**config.mk**
```make
export PLATFORM = sky130hd
export DESIGN_NAME = gpio_pin_configuration
export DESIGN_NICKNAME = d
export VERILOG_FILES = /design/src/core/gpio_cfg_pkg.sv /design/src/core/gpio_pin_configuration.sv
export VERILOG_INCLUDE_DIRS = /design/src /design/src/core
export SDC_FILE = /design/constraint.sdc
export NUM_CORES = 1
export LEC_CHECK = 0
export ABC_CLOCK_PERIOD_IN_PS = 2600
export BUFFER_PORTS_ARGS = -buffer_cell sky130_fd_sc_hd__buf_2
export CAP_MARGIN = 10
export CORE_MARGIN = 1.5
export CORE_UTILIZATION = 59
export CTS_BUF_LIST = sky130_fd_sc_hd__clkbuf_2 sky130_fd_sc_hd__clkbuf_4 sky130_fd_sc_hd__clkbuf_8
export DETAILED_ROUTE_END_ITERATION = 8
export PLACE_DENSITY = 0.87
export SLEW_MARGIN = 20
export SYNTH_ARGS = -nofsm -noshare
export SYNTH_HDL_FRONTEND = slang
export SYNTH_SLANG_ARGS = --single-unit
```
**constraint.sdc**
```tcl
create_clock -name SYS_CLK -period 2.6 [get_ports SYS_CLK]
set_input_delay 0.65 -clock SYS_CLK [delete_from_list [all_inputs] [get_ports SYS_CLK]]
set_output_delay 0.65 -clock SYS_CLK [all_outputs]
set_load 0.01 [all_outputs]
```
**src/core/gpio_cfg_regs.svh**
```systemverilog
`ifndef GPIO_CFG_REGS_SVH
`define GPIO_CFG_REGS_SVH

// ----------------------------------------------------------------
// Register offsets in the I/O space
// ----------------------------------------------------------------
`define OFS_PORT0_DATA 8'h00
`define OFS_PORT1_DATA 8'h01
`define OFS_PORT0_PIN1_CONFIG 8'h06
`define OFS_EXT_IRQ1_PIN_CONFIG 8'h08
`define OFS_EXT_IRQ2_PIN_CONFIG 8'h09
`define OFS_PORT0_PIN7_CONFIG 8'h0C
`define OFS_PORT1_PIN0_CONFIG 8'h0D
`define OFS_PORT1_PIN1_CONFIG 8'h0E
`define OFS_PORT1_PIN2_CONFIG 8'h0F
`define OFS_SERIAL_PIN_CTRL 8'h1A
`define OFS_CRYSTAL_CTRL 8'h1B

// ----------------------------------------------------------------
// Writable bits per register, reserved bits read as zero
// ----------------------------------------------------------------
`define MASK_PORT0_PIN1 8'hFF
`define MASK_EXT_IRQ_PIN 8'h37
`define MASK_PORT0_PIN7 8'h77
`define MASK_PORT1_PIN0 8'hE3
`define MASK_PORT1_PIN1 8'h65
`define MASK_PORT1_PIN2 8'hF7
`define MASK_SERIAL_PIN 8'hFF
`define MASK_CRYSTAL 8'h03

// ----------------------------------------------------------------
// Common field positions of a pin configuration byte, then crystal and serial control fields
// ----------------------------------------------------------------
`define BIT_OUT_EN 0
`define BIT_PULLUP 1
`define BIT_OPEN_DRAIN 2
`define BIT_HIGH_SINK 3
`define BIT_TTL 4
`define BIT_ACT_LOW 5
`define BIT_IRQ_EN 6
`define BIT_CLK_OUT 7
`define BIT_CRYSTAL_IN_OE 0
`define BIT_CRYSTAL_OSC_ON 1
`define SERIAL_OE_LSB 4

// ----------------------------------------------------------------
// Pin indices: 0..7 port 0, 8..15 port 1
// ----------------------------------------------------------------
`define PIN_CRYSTAL_IN 0
`define PIN_CRYSTAL_OUT 1
`define PIN_EXT_IRQ_A 3
`define PIN_EXT_IRQ_B 4
`define PIN_P07 7
`define PIN_P10 8
`define PIN_P11 9
`define PIN_P12 10
`define PIN_SERIAL_FIRST 11
`define PIN_SERIAL_LAST 14

`define RST_BYTE 8'h00
`define RST_PINS 16'h0000

`endif

```
**src/core/gpio_cfg_pkg.sv**
```systemverilog
package gpio_cfg_pkg;
  typedef logic [7:0] byte_t;
  typedef logic [15:0] pin_vec_t;
  typedef logic [3:0] serial_vec_t;
endpackage

```
**src/core/gpio_pin_configuration.sv**
```systemverilog
`timescale 1ns/1ps
`include "gpio_cfg_regs.svh"

// What this block does
// - Open-drain set: data one floats the pin, data zero drives it low.
// - Open-drain clear: enabled pin is driven high and low from data.
// - Pull-up bit connects the pin's 7K pull-up; clear disconnects it.
// - Output enable bit switches the output driver on or off.
// - Crystal running forces crystal in and out pin drivers off.
// - Serial claim bit hands output control of serial pins to serial logic.
// - Port 0 pin 1 register at 0x06 holds its documented field layout.
// - External interrupt pins fire on rising or falling edge per polarity.
// - External interrupt pins use separate registers at 0x08 and 0x09.
// - Driving an interrupt pin from data triggers it like an edge.
// - Pad settings of interrupt pins apply in both interrupt and GPIO use.
// - Port 0 pin 7 register at 0x0C holds its layout, bits 7 and 3 reserved.
// - Port 1 pin 0 register at 0x0D holds its layout, bits 4..2 reserved.
// - Port 1 pin 0 only pulls low, never drives high.
// - Port 1 pin 0 bit 1 enables 5K pull-ups on pins 1.0 and 1.1.
// - Port 1 pin 1 register at 0x0E holds its layout, rest reserved.
// - Port 1 pin 2 bit 7 routes the selected clock onto that pin.
// - Interrupt enable lets a pin interrupt on the one edge its polarity bit selects.
// - Threshold bit selects TTL when set, CMOS when clear.
// - Data writes set output values; data reads return pin levels.
module gpio_pin_configuration (
  input wire logic SYS_CLK,
  input wire logic RSTN,
  input wire logic [7:0] ADDR,
  input wire logic [7:0] WR_DATA,
  input wire logic WR_EN,
  input wire logic RD_EN,
  output logic [7:0] RD_DATA,
  input wire logic [15:0] PIN_IN,
  output logic [15:0] PIN_OUT,
  output logic [15:0] PIN_OE,
  output logic [15:0] PIN_PULLUP,
  output logic [15:0] PIN_TTL,
  output logic [15:0] PIN_HISINK,
  input wire logic [3:0] SER_OE,
  input wire logic [3:0] SER_DO,
  input wire logic SEL_CLK,
  output logic EXT_IRQ_A,
  output logic EXT_IRQ_B,
  output logic [15:0] GPIO_IRQ
);

  // ----------------------------------------------------------------
  // Storage
  // ----------------------------------------------------------------
  gpio_cfg_pkg::byte_t p0_data_reg;
  gpio_cfg_pkg::byte_t p1_data_reg;
  gpio_cfg_pkg::byte_t cfg01_reg;
  gpio_cfg_pkg::byte_t cfg03_reg;
  gpio_cfg_pkg::byte_t cfg04_reg;
  gpio_cfg_pkg::byte_t cfg07_reg;
  gpio_cfg_pkg::byte_t cfg10_reg;
  gpio_cfg_pkg::byte_t cfg11_reg;
  gpio_cfg_pkg::byte_t cfg12_reg;
  gpio_cfg_pkg::byte_t serial_reg;
  gpio_cfg_pkg::byte_t crystal_reg;
  gpio_cfg_pkg::pin_vec_t pin_prev_reg;
  logic primed_reg;
  logic sel_clk_reg;
  gpio_cfg_pkg::byte_t rd_next;
  gpio_cfg_pkg::byte_t pcfg [16];
  gpio_cfg_pkg::pin_vec_t data_all;
  gpio_cfg_pkg::pin_vec_t oe_eff;
  gpio_cfg_pkg::pin_vec_t dat_eff;
  gpio_cfg_pkg::pin_vec_t od_eff;
  gpio_cfg_pkg::pin_vec_t drive_next;
  gpio_cfg_pkg::pin_vec_t out_next;
  gpio_cfg_pkg::pin_vec_t edge_hit;
  gpio_cfg_pkg::serial_vec_t claim;
  logic crystal_osc_on;

  assign claim = serial_reg[3:0];
  assign crystal_osc_on = crystal_reg[`BIT_CRYSTAL_OSC_ON];
  assign data_all = {p1_data_reg, p0_data_reg};

  // ----------------------------------------------------------------
  // Register writes
  // ----------------------------------------------------------------
  // Reserved bits are masked on the way in so they always read zero
  always_ff @(posedge SYS_CLK or negedge RSTN) begin
    if (!RSTN) begin
      cfg01_reg <= `RST_BYTE;
      cfg03_reg <= `RST_BYTE;
      cfg04_reg <= `RST_BYTE;
      cfg07_reg <= `RST_BYTE;
      cfg10_reg <= `RST_BYTE;
      cfg11_reg <= `RST_BYTE;
      cfg12_reg <= `RST_BYTE;
      serial_reg <= `RST_BYTE;
      crystal_reg <= `RST_BYTE;
    end else if (WR_EN) begin
      unique case (ADDR)
        `OFS_PORT0_PIN1_CONFIG: begin
          cfg01_reg <= WR_DATA & `MASK_PORT0_PIN1;
        end
        `OFS_EXT_IRQ1_PIN_CONFIG: begin
          cfg03_reg <= WR_DATA & `MASK_EXT_IRQ_PIN;
        end
        `OFS_EXT_IRQ2_PIN_CONFIG: begin
          cfg04_reg <= WR_DATA & `MASK_EXT_IRQ_PIN;
        end
        `OFS_PORT0_PIN7_CONFIG: begin
          cfg07_reg <= WR_DATA & `MASK_PORT0_PIN7;
        end
        `OFS_PORT1_PIN0_CONFIG: begin
          cfg10_reg <= WR_DATA & `MASK_PORT1_PIN0;
        end
        `OFS_PORT1_PIN1_CONFIG: begin
          cfg11_reg <= WR_DATA & `MASK_PORT1_PIN1;
        end
        `OFS_PORT1_PIN2_CONFIG: begin
          cfg12_reg <= WR_DATA & `MASK_PORT1_PIN2;
        end
        `OFS_SERIAL_PIN_CTRL: begin
          serial_reg <= WR_DATA & `MASK_SERIAL_PIN;
        end
        `OFS_CRYSTAL_CTRL: begin
          crystal_reg <= WR_DATA & `MASK_CRYSTAL;
        end
        default: begin
        end
      endcase
    end
  end

  // Port data latches the byte written to its offset, for every pin
  always_ff @(posedge SYS_CLK or negedge RSTN) begin
    if (!RSTN) begin
      p0_data_reg <= `RST_BYTE;
      p1_data_reg <= `RST_BYTE;
    end else if (WR_EN) begin
      if (ADDR == `OFS_PORT0_DATA) begin
        p0_data_reg <= WR_DATA;
      end
      if (ADDR == `OFS_PORT1_DATA) begin
        p1_data_reg <= WR_DATA;
      end
    end
  end

  // ----------------------------------------------------------------
  // Register reads, answered one cycle after the strobe
  // ----------------------------------------------------------------
  always_comb begin
    rd_next = `RST_BYTE;
    unique case (ADDR)
      `OFS_PORT0_DATA: rd_next = PIN_IN[7:0];
      `OFS_PORT1_DATA: rd_next = PIN_IN[15:8];
      `OFS_PORT0_PIN1_CONFIG: rd_next = cfg01_reg;
      `OFS_EXT_IRQ1_PIN_CONFIG: rd_next = cfg03_reg;
      `OFS_EXT_IRQ2_PIN_CONFIG: rd_next = cfg04_reg;
      `OFS_PORT0_PIN7_CONFIG: rd_next = cfg07_reg;
      `OFS_PORT1_PIN0_CONFIG: rd_next = cfg10_reg;
      `OFS_PORT1_PIN1_CONFIG: rd_next = cfg11_reg;
      `OFS_PORT1_PIN2_CONFIG: rd_next = cfg12_reg;
      `OFS_SERIAL_PIN_CTRL: rd_next = serial_reg;
      `OFS_CRYSTAL_CTRL: rd_next = crystal_reg;
      default: rd_next = `RST_BYTE;
    endcase
  end

  // Data stands only in the cycle after the read strobe
  always_ff @(posedge SYS_CLK or negedge RSTN) begin
    if (!RSTN) begin
      RD_DATA <= `RST_BYTE;
    end else if (RD_EN) begin
      RD_DATA <= rd_next;
    end else begin
      RD_DATA <= `RST_BYTE;
    end
  end

  // ----------------------------------------------------------------
  // Per-pin configuration view
  // ----------------------------------------------------------------
  // Unmodelled pins see an all-zero byte: input, no pull, no interrupt
  always_comb begin
    for (int k = 0; k < 16; k++) begin
      pcfg[k] = `RST_BYTE;
    end
    pcfg[`PIN_CRYSTAL_IN][`BIT_OUT_EN] = crystal_reg[`BIT_CRYSTAL_IN_OE];
    pcfg[`PIN_CRYSTAL_OUT] = cfg01_reg;
    pcfg[`PIN_EXT_IRQ_A] = cfg03_reg;
    pcfg[`PIN_EXT_IRQ_B] = cfg04_reg;
    pcfg[`PIN_P07] = cfg07_reg;
    pcfg[`PIN_P10] = cfg10_reg;
    pcfg[`PIN_P11] = cfg11_reg;
    // Shared 5K pull-up for pins 1.0 and 1.1 lives in one bit
    pcfg[`PIN_P11][`BIT_PULLUP] = cfg10_reg[`BIT_PULLUP];
    pcfg[`PIN_P12] = cfg12_reg;
    for (int k = 0; k < 4; k++) begin
      pcfg[`PIN_SERIAL_FIRST + k][`BIT_TTL] = 1'b1;
      pcfg[`PIN_SERIAL_FIRST + k][`BIT_OUT_EN] =
        serial_reg[`SERIAL_OE_LSB + k];
    end
  end

  // ----------------------------------------------------------------
  // Pad drive and interrupt edges, one slice per pin
  // ----------------------------------------------------------------
  generate
    for (genvar i = 0; i < 16; i++) begin : g_pin
      if (i == `PIN_CRYSTAL_IN || i == `PIN_CRYSTAL_OUT) begin : g_xtal
        // Oscillator owns these pads while it runs
        assign oe_eff[i] = pcfg[i][`BIT_OUT_EN] & ~crystal_osc_on;
      end else if (i >= `PIN_SERIAL_FIRST && i <= `PIN_SERIAL_LAST)
      begin : g_ser
        assign oe_eff[i] = claim[i - `PIN_SERIAL_FIRST] ?
          SER_OE[i - `PIN_SERIAL_FIRST] : pcfg[i][`BIT_OUT_EN];
      end else begin : g_plain
        assign oe_eff[i] = pcfg[i][`BIT_OUT_EN];
      end

      if (i >= `PIN_SERIAL_FIRST && i <= `PIN_SERIAL_LAST) begin : g_sdat
        assign dat_eff[i] = claim[i - `PIN_SERIAL_FIRST] ?
          SER_DO[i - `PIN_SERIAL_FIRST] : data_all[i];
      end else if (i == `PIN_P12) begin : g_clk
        assign dat_eff[i] = pcfg[i][`BIT_CLK_OUT] ?
          sel_clk_reg : data_all[i];
      end else begin : g_dat
        assign dat_eff[i] = data_all[i];
      end

      if (i == `PIN_P10) begin : g_odonly
        // This pad has no high-side driver at all
        assign od_eff[i] = 1'b1;
      end else begin : g_od
        assign od_eff[i] = pcfg[i][`BIT_OPEN_DRAIN];
      end

      // Open drain releases the pad for a one, sinks for a zero
      assign drive_next[i] = oe_eff[i] & ~(od_eff[i] & dat_eff[i]);
      assign out_next[i] = od_eff[i] ? 1'b0 : dat_eff[i];

      // Active-low selects the falling edge
      assign edge_hit[i] = primed_reg & (pcfg[i][`BIT_ACT_LOW] ?
        (pin_prev_reg[i] & ~PIN_IN[i]) :
        (~pin_prev_reg[i] & PIN_IN[i]));
    end
  endgenerate

  // Registered pad controls, all outputs come straight from flops
  always_ff @(posedge SYS_CLK or negedge RSTN) begin
    if (!RSTN) begin
      PIN_OE <= `RST_PINS;
      PIN_OUT <= `RST_PINS;
      PIN_PULLUP <= `RST_PINS;
      PIN_TTL <= `RST_PINS;
      PIN_HISINK <= `RST_PINS;
    end else begin
      PIN_OE <= drive_next;
      PIN_OUT <= out_next;
      for (int k = 0; k < 16; k++) begin
        PIN_PULLUP[k] <= pcfg[k][`BIT_PULLUP];
        PIN_TTL[k] <= pcfg[k][`BIT_TTL];
        PIN_HISINK[k] <= pcfg[k][`BIT_HIGH_SINK];
      end
    end
  end

  // Input history; priming skips a false edge right after reset
  always_ff @(posedge SYS_CLK or negedge RSTN) begin
    if (!RSTN) begin
      pin_prev_reg <= `RST_PINS;
      primed_reg <= 1'b0;
      sel_clk_reg <= 1'b0;
    end else begin
      pin_prev_reg <= PIN_IN;
      primed_reg <= 1'b1;
      sel_clk_reg <= SEL_CLK;
    end
  end

  // Interrupt pulses; the external pair is gated by the controller
  always_ff @(posedge SYS_CLK or negedge RSTN) begin
    if (!RSTN) begin
      EXT_IRQ_A <= 1'b0;
      EXT_IRQ_B <= 1'b0;
      GPIO_IRQ <= `RST_PINS;
    end else begin
      EXT_IRQ_A <= edge_hit[`PIN_EXT_IRQ_A];
      EXT_IRQ_B <= edge_hit[`PIN_EXT_IRQ_B];
      for (int k = 0; k < 16; k++) begin
        GPIO_IRQ[k] <= edge_hit[k] & pcfg[k][`BIT_IRQ_EN];
      end
    end
  end
endmodule

```
---- Yosys cells after proc, flatten, opt, wreduce, memory -nomap -nowiden ----
Cells that the tools add are included.
storage, ports and cells
  register bits after elaboration ......... 135
  latch bits .............................. 0
  memory bits (writable) .................. 0
  memory bits (read-only) ................. 0
  input bits .............................. 45
  logic and storage cells ................. 132
  memories kept ........................... 0
operators by class
  add/sub/neg operators ................... 0
  multipliers ............................. 0
  div/mod/pow operators ................... 0
  order comparisons ....................... 0
  equality and inequality tests ........... 10
  shift-type cells ........................ 0
  multiplexer cells ....................... 24
  bitwise operators ....................... 63
  reduce and logical (&&, ||, !) cells .... 12
operator list
  operator              count
  $pmux W8 S11          1
  $eq A8 B4 Y1 const B  6
  $and A1 B1 Y1         41
  $mux W1               22
  $not A1 Y1            22
  $reduce_and A2 Y1     11
  $eq A8 B5 Y1 const B  2
  $eq A8 B1 Y1 const B  1
  $eq A8 B3 Y1 const B  1
  $logic_not A8 Y1      1
  $mux W8               1

---- Depth between registers and ports, before layout ----
Gate-level depths: netlist of the first run.
  depth in word-level cells ............... 5
  gate-level depth with buffers ........... 7
  gate-level depth less buffers ........... 4

---- Worst setup path after synthesis of the first run ----
Ideal clock, no wire load.
  path type ............................... input to register
  start ................................... input ADDR[5]
  end ..................................... register cfg03_reg[0]
  arrival time ............................ 2.236 ns
  required time ........................... 2.475 ns
  slack ................................... 0.239 ns
  stages on the path ...................... 5
  path buffers ............................ 2
  cells stage by stage .................... or4_4 buf_6 or4b_4 buf_6 mux2_4
between the ends
  cells in the longest elaborated chain, start to end .. 2
RTL lines
  what                         line                           source
  start, declared              gpio_pin_configuration.sv:28   input wire logic [7:0] ADDR,
  $eq A8 B4 Y1                 gpio_pin_configuration.sv:96   unique case (ADDR)
  $reduce_and A2 Y1 (no line)  -
  end signal, assigned         gpio_pin_configuration.sv:87   cfg03_reg <= `RST_BYTE;
  end signal, assigned         gpio_pin_configuration.sv:101  cfg03_reg <= WR_DATA & `MASK_EXT_IRQ_PIN;
  end, declared                gpio_pin_configuration.sv:53   gpio_cfg_pkg::byte_t cfg03_reg;
No other way between the ends.
A chain may end at the register's enable or synchronous reset.

---- Worst setup path after layout of the first run ----
  start ................................... input ADDR[5]
  end ..................................... register cfg01_reg[6]
between the ends
  cells in the longest elaborated chain, start to end .. 2
RTL lines
  what                         line                          source
  $eq A8 B3 Y1                 gpio_pin_configuration.sv:96
  $reduce_and A2 Y1 (no line)  -
  end signal, assigned         gpio_pin_configuration.sv:86  cfg01_reg <= `RST_BYTE;
  end signal, assigned         gpio_pin_configuration.sv:98  cfg01_reg <= WR_DATA & `MASK_PORT0_PIN1;
  end, declared                gpio_pin_configuration.sv:52  gpio_cfg_pkg::byte_t cfg01_reg;
No other way between the ends.

==> out/results.txt, run 1 <==
fill cell count - 658
top flop regs - PIN_OUT: 15 flops, PIN_OE: 12 flops
top_reg_cell synth - dfrtp_1
NetSw - 1.15 mW
fin. max-slew vios - 0
hpwl dp - 9.13 mm
sum of routed wire length over all layers - 13.1 mm
area of the mapped netlist - 0.00568 sq mm
GRT Util Overall - 27.3%
Final Hold Vio Count - 0
Syn Area/Cell - 13.1 sq um
setup_tns - 0 ps
overflow left after global routing - 0
Die ar. - 0.0102 sq mm
status - completed
Pint - 3.42 mW
post-synthesis sequential area ratio - 56.8%
FF+latch count, synth - 129
WP data arrival - 2490 ps
Die W - 101 um
FMAX - 463 MHz
placed cell areas - 0.00625 sq mm
global-route wire length before repair - 20.5 mm
Sequential Power Share - 47.1%
worst hold-check slack - 65.5 ps
WL/cell - 18.7 um
share of post-route cells with drive strength above 1 - 44.7%
Clock Tree Buf Depth - 2
Final Cycle Share - 83.0%
FP Rows - 35
area grow syn2layout - 18.6%
vias in the first global route - 3,891
leakage power - 3.54 nW
final RePlAce weighted congestion - 0.903
CP Max Fanout - 8
ANT nets after route - 0
CP Capture Type - flip-flop
Clk network pwr share - 44.8%
clock sinks - 129
Post-synth ARST share - 100%
1st-iter DRT viols - 314
DRC - 0
Max Cap Viol - 0
Tightest Hold Check Type - in -> async
Biggest register - PIN_OUT
H-Tree Depth - 4
CTS tree - yes
Yosys cell types - 46
clk slew on worst S/H paths - 80 ps
# setup viols final - 0
largest net degree at the start of global routing - 75
Core Footprint - 0.00928 sq mm
combinational share of power - 8.1%
Power Dens Cells - 680 mW/mm^2
max reg flops - 15
VDD IR-drop max - 0.423 mV
Req. time, crit path - 2930 ps
Switching Share - 25.2%
Post-Syn Instances - 435
Starting Density - 61.2%
die height - 101 um
Worst-Skew Late Latency - 450 ps
Post-layout nets - 600
IO Count - 151
post_cts resized - 0
Post-synth EDFFs - 0
initial antenna violation count - 0
number of port buffers - 103
clock skew - 12.7 ps
root buf cell - clkbuf_8
total CTS buffers - 17
min Tclk post-route - 2160 ps
CTS Hold Buffers Added - 0
post-route cell area - 0.00673 sq mm
DR pass1 iterations - 5
most common cell after layout, fill and taps aside - dfrtp_1
antenna diode count - 0
setup bufs post-CTS - 0
yosys warns - 0
most frequent cells in the layout - dfrtp_1 (129), buf_2 (102), mux2_2 (77), conb_1 (48), buf_4 (23)
RSZ-0062 raised after global routing - no
Critical Path Start Type - primary input
crit path kind - in -> reg
Via density - 5.58
vias post-DR - 3,891
[per-layer routing]
metal | up-vias | share of wire, % | global-route usage, %
met2 | 211 | 50 | 44.3
met3 | 34 | 6.3 | 6.66
met5 | - | 0 | 0
met1 | 1956 | 41 | 35.6
met4 | 0 | 2.8 | 11.1
li1 | 1690 | - | -
[Yosys cell counts (4+ instances only)]
| cell type | number | area (sq um) |
|---|---|---|
| a31oi_1 | 4 | 25.0 |
| inv_1 | 5 | 18.8 |
| nand3b_1 | 4 | 30.0 |
| dfrtp_1 | 129 | 3230 |
| mux2_4 | 5 | 75.1 |
| and3_1 | 10 | 62.6 |
| nor2b_1 | 9 | 56.3 |
| nand2_1 | 17 | 63.8 |
| or3b_2 | 4 | 35.0 |
| mux2_2 | 77 | 867 |
| o21ai_0 | 12 | 60.1 |
| a32o_1 | 4 | 40.0 |
| a21boi_0 | 8 | 60.1 |
| clkbuf_1 | 11 | 41.3 |
| nor2_1 | 12 | 45.0 |
| buf_1 | 4 | 15.0 |
| nand3_1 | 15 | 75.1 |
| a21oi_1 | 4 | 20.0 |
| buf_4 | 52 | 390 |
[power by group through the flow]
stage,clock network (mW),registers (mW),logic (mW)
after floorplan,0,2.19,0.232
after global placement,0,2.18,0.358
after detailed placement,0,2.19,0.369
after CTS,2.07,2.15,0.372
after global routing,2.18,2.16,0.408
final,2.05,2.15,0.372
[area by class of cell]
class,count,area [sq um],share of cell area (%)
Clock buffer,17,234,3.48
Multi-Input combinational cell,275,2120,31.5
Timing Repair Buffer,127,723,10.7
Clock inverter,15,246,3.66
Tap cell,129,161,2.40
Inverter,5,18.8,0.279
Sequential cell,129,3230,47.9
[critical path, stage by stage]
cell	delay [ps]
buf_2	130
or4_4	600
nor2_1	220
and4_1	490
mux2_2	380
[cell families (layout without fill, tap and decap cells)]
| family | count (synthesis) | count (layout) | synth area share (%) |
|---|---|---|---|
| AO/OA/AOI/OAI | 45 | 45 | 5.53 |
| buffers and inverters | 77 | 164 | 8.86 |
| flip-flops | 129 | 129 | 56.8 |
| multiplexers | 90 | 90 | 18.7 |
| other | 2 | 48 | 0.132 |
| AND/OR/NAND/NOR | 92 | 92 | 9.94 |
[metrics by stage]
stage               util [%]  std cells  total power, mW  worst slack [ps]
floorplan                  -        481             2.42               239
global placement        67.3        665             2.54               102
detailed placement      67.3        665             2.56              23.8
CTS                     72.5        697             4.59               481
global route            72.5        697             4.75               405
finish                  72.5        697             4.58               441
[path summary, 6_finish.rpt]
path                                                  from  slack [ps]                       end  depth (start not counted)
worst max-delay path                               ADDR[5]         440  cfg01_reg[6]$_DFFE_PN0P_                          5
worst min register to register  p1_data_reg[7]$_DFFE_PN0P_         380     PIN_OUT[15]$_DFF_PN0_                          0
worst max register to register    cfg04_reg[0]$_DFFE_PN0P_        1280      RD_DATA[0]$_DFF_PN0_                          3
max in group asynchronous                             RSTN        1790      RD_DATA[7]$_DFF_PN0_                          2
worst min-delay path                                  RSTN          70      PIN_TTL[3]$_DFF_PN0_                          1
min in group SYS_CLK                               SEL_CLK         310     sel_clk_reg$_DFF_PN0_                          1
Power figures use the tool's default switching activity.
==> inputs of run 2 (changes only) <==
- ABC_AREA: unset -> 1
- ABC_CLOCK_PERIOD_IN_PS: 2600 -> 1900
- CORE_UTILIZATION: 59 -> 49
- PLACE_DENSITY: 0.87 -> 0.77
- clock period: 2.6 -> 1.9 ns (I/O delays scaled with it)
==> out/results.txt, run 2 <==
status - completed
setup bufs post-CTS - 0
max reg flops - 15
IO Count - 151
Clock Tree Buf Depth - 2
area grow syn2layout - 16.3%
Worst-Skew Late Latency - 450 ps
ANT nets after route - 0
post-synthesis sequential area ratio - 56.8%
DR pass1 iterations - 5
clk slew on worst S/H paths - 70 ps
top_reg_cell synth - dfrtp_1
Die W - 111 um
FP Rows - 39
Layout Utilization - 58.1%
most frequent cell after synthesis - nand2_1
Final Hold Vio Count - 0
Core Footprint - 0.0114 sq mm
crit path kind - reg -> out
CP Buf/Inv Count - 1
initial antenna violation count - 0
most common cell after layout, fill and taps aside - nand2_1
area used by multi-input combinational logic - 0.00193 sq mm
fill cell count - 998
WL/cell - 15.8 um
total CTS buffers - 17
CP Max Fanout - 10
clock sinks - 129
Critical Path Start Type - flip-flop
Yosys top cell by area - dfrtp_1
vias in the first global route - 4,170
Post-synth EDFFs - 0
final RePlAce weighted congestion - 0.945
Clk network pwr share - 40.5%
vias post-DR - 4,435
antenna diode count - 0
area of the mapped netlist - 0.00568 sq mm
sum of routed wire length over all layers - 13.9 mm
Inst Count DP - 846
share of the synthesized area in the top cell type - 56.8%
share of post-route cells with drive strength above 1 - 25.5%
largest net degree at the start of global routing - 43
WP data arrival - 1160 ps
Starting Density - 50.0%
VDD IR-drop max - 0.567 mV
most frequent cells in the layout - nand2_1 (134), dfrtp_1 (129), buf_2 (102), inv_1 (54), nand3_1 (51)
Final Cycle Share - 86.1%
DRC - 0
crit path cell chain - buf_2
Via density - 5.05
post_cts resized - 0
Yosys cell types - 27
clock skew - 11.9 ps
leakage power - 3.59 nW
Commonest cells post-synth - nand2_1 (134), dfrtp_1 (129), inv_1 (54), buf_4 (52), nand3_1 (51)
hpwl dp - 10.2 mm
# setup viols final - 0
register area - 0.00323 sq mm
H-Tree Depth - 4
min Tclk post-route - 1640 ps
Max Cap Viol - 0
Post-Syn Instances - 607
global-route wire length before repair - 22.3 mm
setup_tns - 0 ps
Biggest register - PIN_OUT
CP Capture Type - output port
Post-synth ARST share - 100%
overflow left after global routing - 0
RSZ-0062 raised after global routing - no
Syn Area/Cell - 9.36 sq um
NetSw - 1.48 mW
FMAX - 611 MHz
FF+latch count, synth - 129
largest cells by area after synthesis - dfrtp_1 (57%), nand2_1 (8.9%), buf_4 (6.9%)
number of port buffers - 103
die height - 111 um
Req. time, crit path - 1420 ps
crit-path max cell delay - 520 ps
combinational share of power - 8.5%
Pint - 4.34 mW
1st-iter DRT viols - 324
GRT Util Overall - 23.7%
Die ar. - 0.0123 sq mm
worst hold-check slack - 133 ps
crit-path leading delay family - flip-flops
Post-layout nets - 768
Switching Share - 25.4%
fin. max-slew vios - 0
Tightest Hold Check Type - in -> reg
slowest CP cell - dfrtp_1
yosys warns - 0
Power Dens Cells - 881 mW/mm^2
Sequential Power Share - 51.0%
CTS tree - yes
root buf cell - clkbuf_8
Final Non-Filler Cells - 879
top flop regs - PIN_OUT: 15 flops, PIN_OE: 12 flops
CTS Hold Buffers Added - 1
[run 2: routing by layer]
layer	vias to the layer above	track usage (%)	share of wire, %
li1	2076	-	-
met1	2131	32.9	45
met2	207	36.5	46
met3	21	5.08	6.5
met4	0	9.83	2.0
met5	-	0	0
[run 2: metrics by stage]
step                      power, mW  setup WS [ps]  cell area, sq um
after detailed placement       3.51            171              6190
after global placement         3.50            206              6190
after floorplan                3.32            491              5850
after CTS                      5.86            213              6610
after global routing           6.06            195              6610
final                          5.82            264              6610
[run 2: cell type report]
class	instances	share of cell area [%]
repair buffers	114	9.88
multi-input cells	404	29.2
clock buffers	23	4.51
well taps	143	2.71
inverters	57	3.24
flip-flops and latches	129	48.9
clock inverters	9	1.61
[run 2: power groups by stage]
stage	logic, mW	clock network (mW)	registers [mW]
3_3_place_gp	0.485	0	3.01
5_1_grt	0.554	2.52	2.98
2_1_floorplan	0.301	0	3.01
6_report	0.497	2.36	2.97
3_5_place_dp	0.496	0	3.02
4_1_cts	0.501	2.39	2.97
[run 2: cell families (layout without fill, tap and decap cells)]
group	Yosys count	count (layout)	share of synthesized area, %
mux	1	1	0.176
simple gates	259	259	20.7
buf+inv	120	203	12.3
flops	129	129	56.8
compound gates	96	96	9.91
other cells	2	48	0.132
[run 2: final timing paths]
path / start / to / slack (ps) / depth (start not counted)
worst max-delay path: PIN_TTL[11]$_DFF_PN0_ / PIN_TTL[11] / 260 / 1
worst min-delay path: SEL_CLK / sel_clk_reg$_DFF_PN0_ / 130 / 1
worst max register to register: cfg07_reg[6]$_DFFE_PN0P_ / RD_DATA[6]$_DFF_PN0_ / 690 / 4
worst min register to register: p0_data_reg[5]$_DFFE_PN0P_ / PIN_OUT[5]$_DFF_PN0_ / 380 / 0
max in group asynchronous: RSTN / serial_reg[5]$_DFFE_PN0P_ / 820 / 3
min in group asynchronous: RSTN / cfg07_reg[6]$_DFFE_PN0P_ / 510 / 2
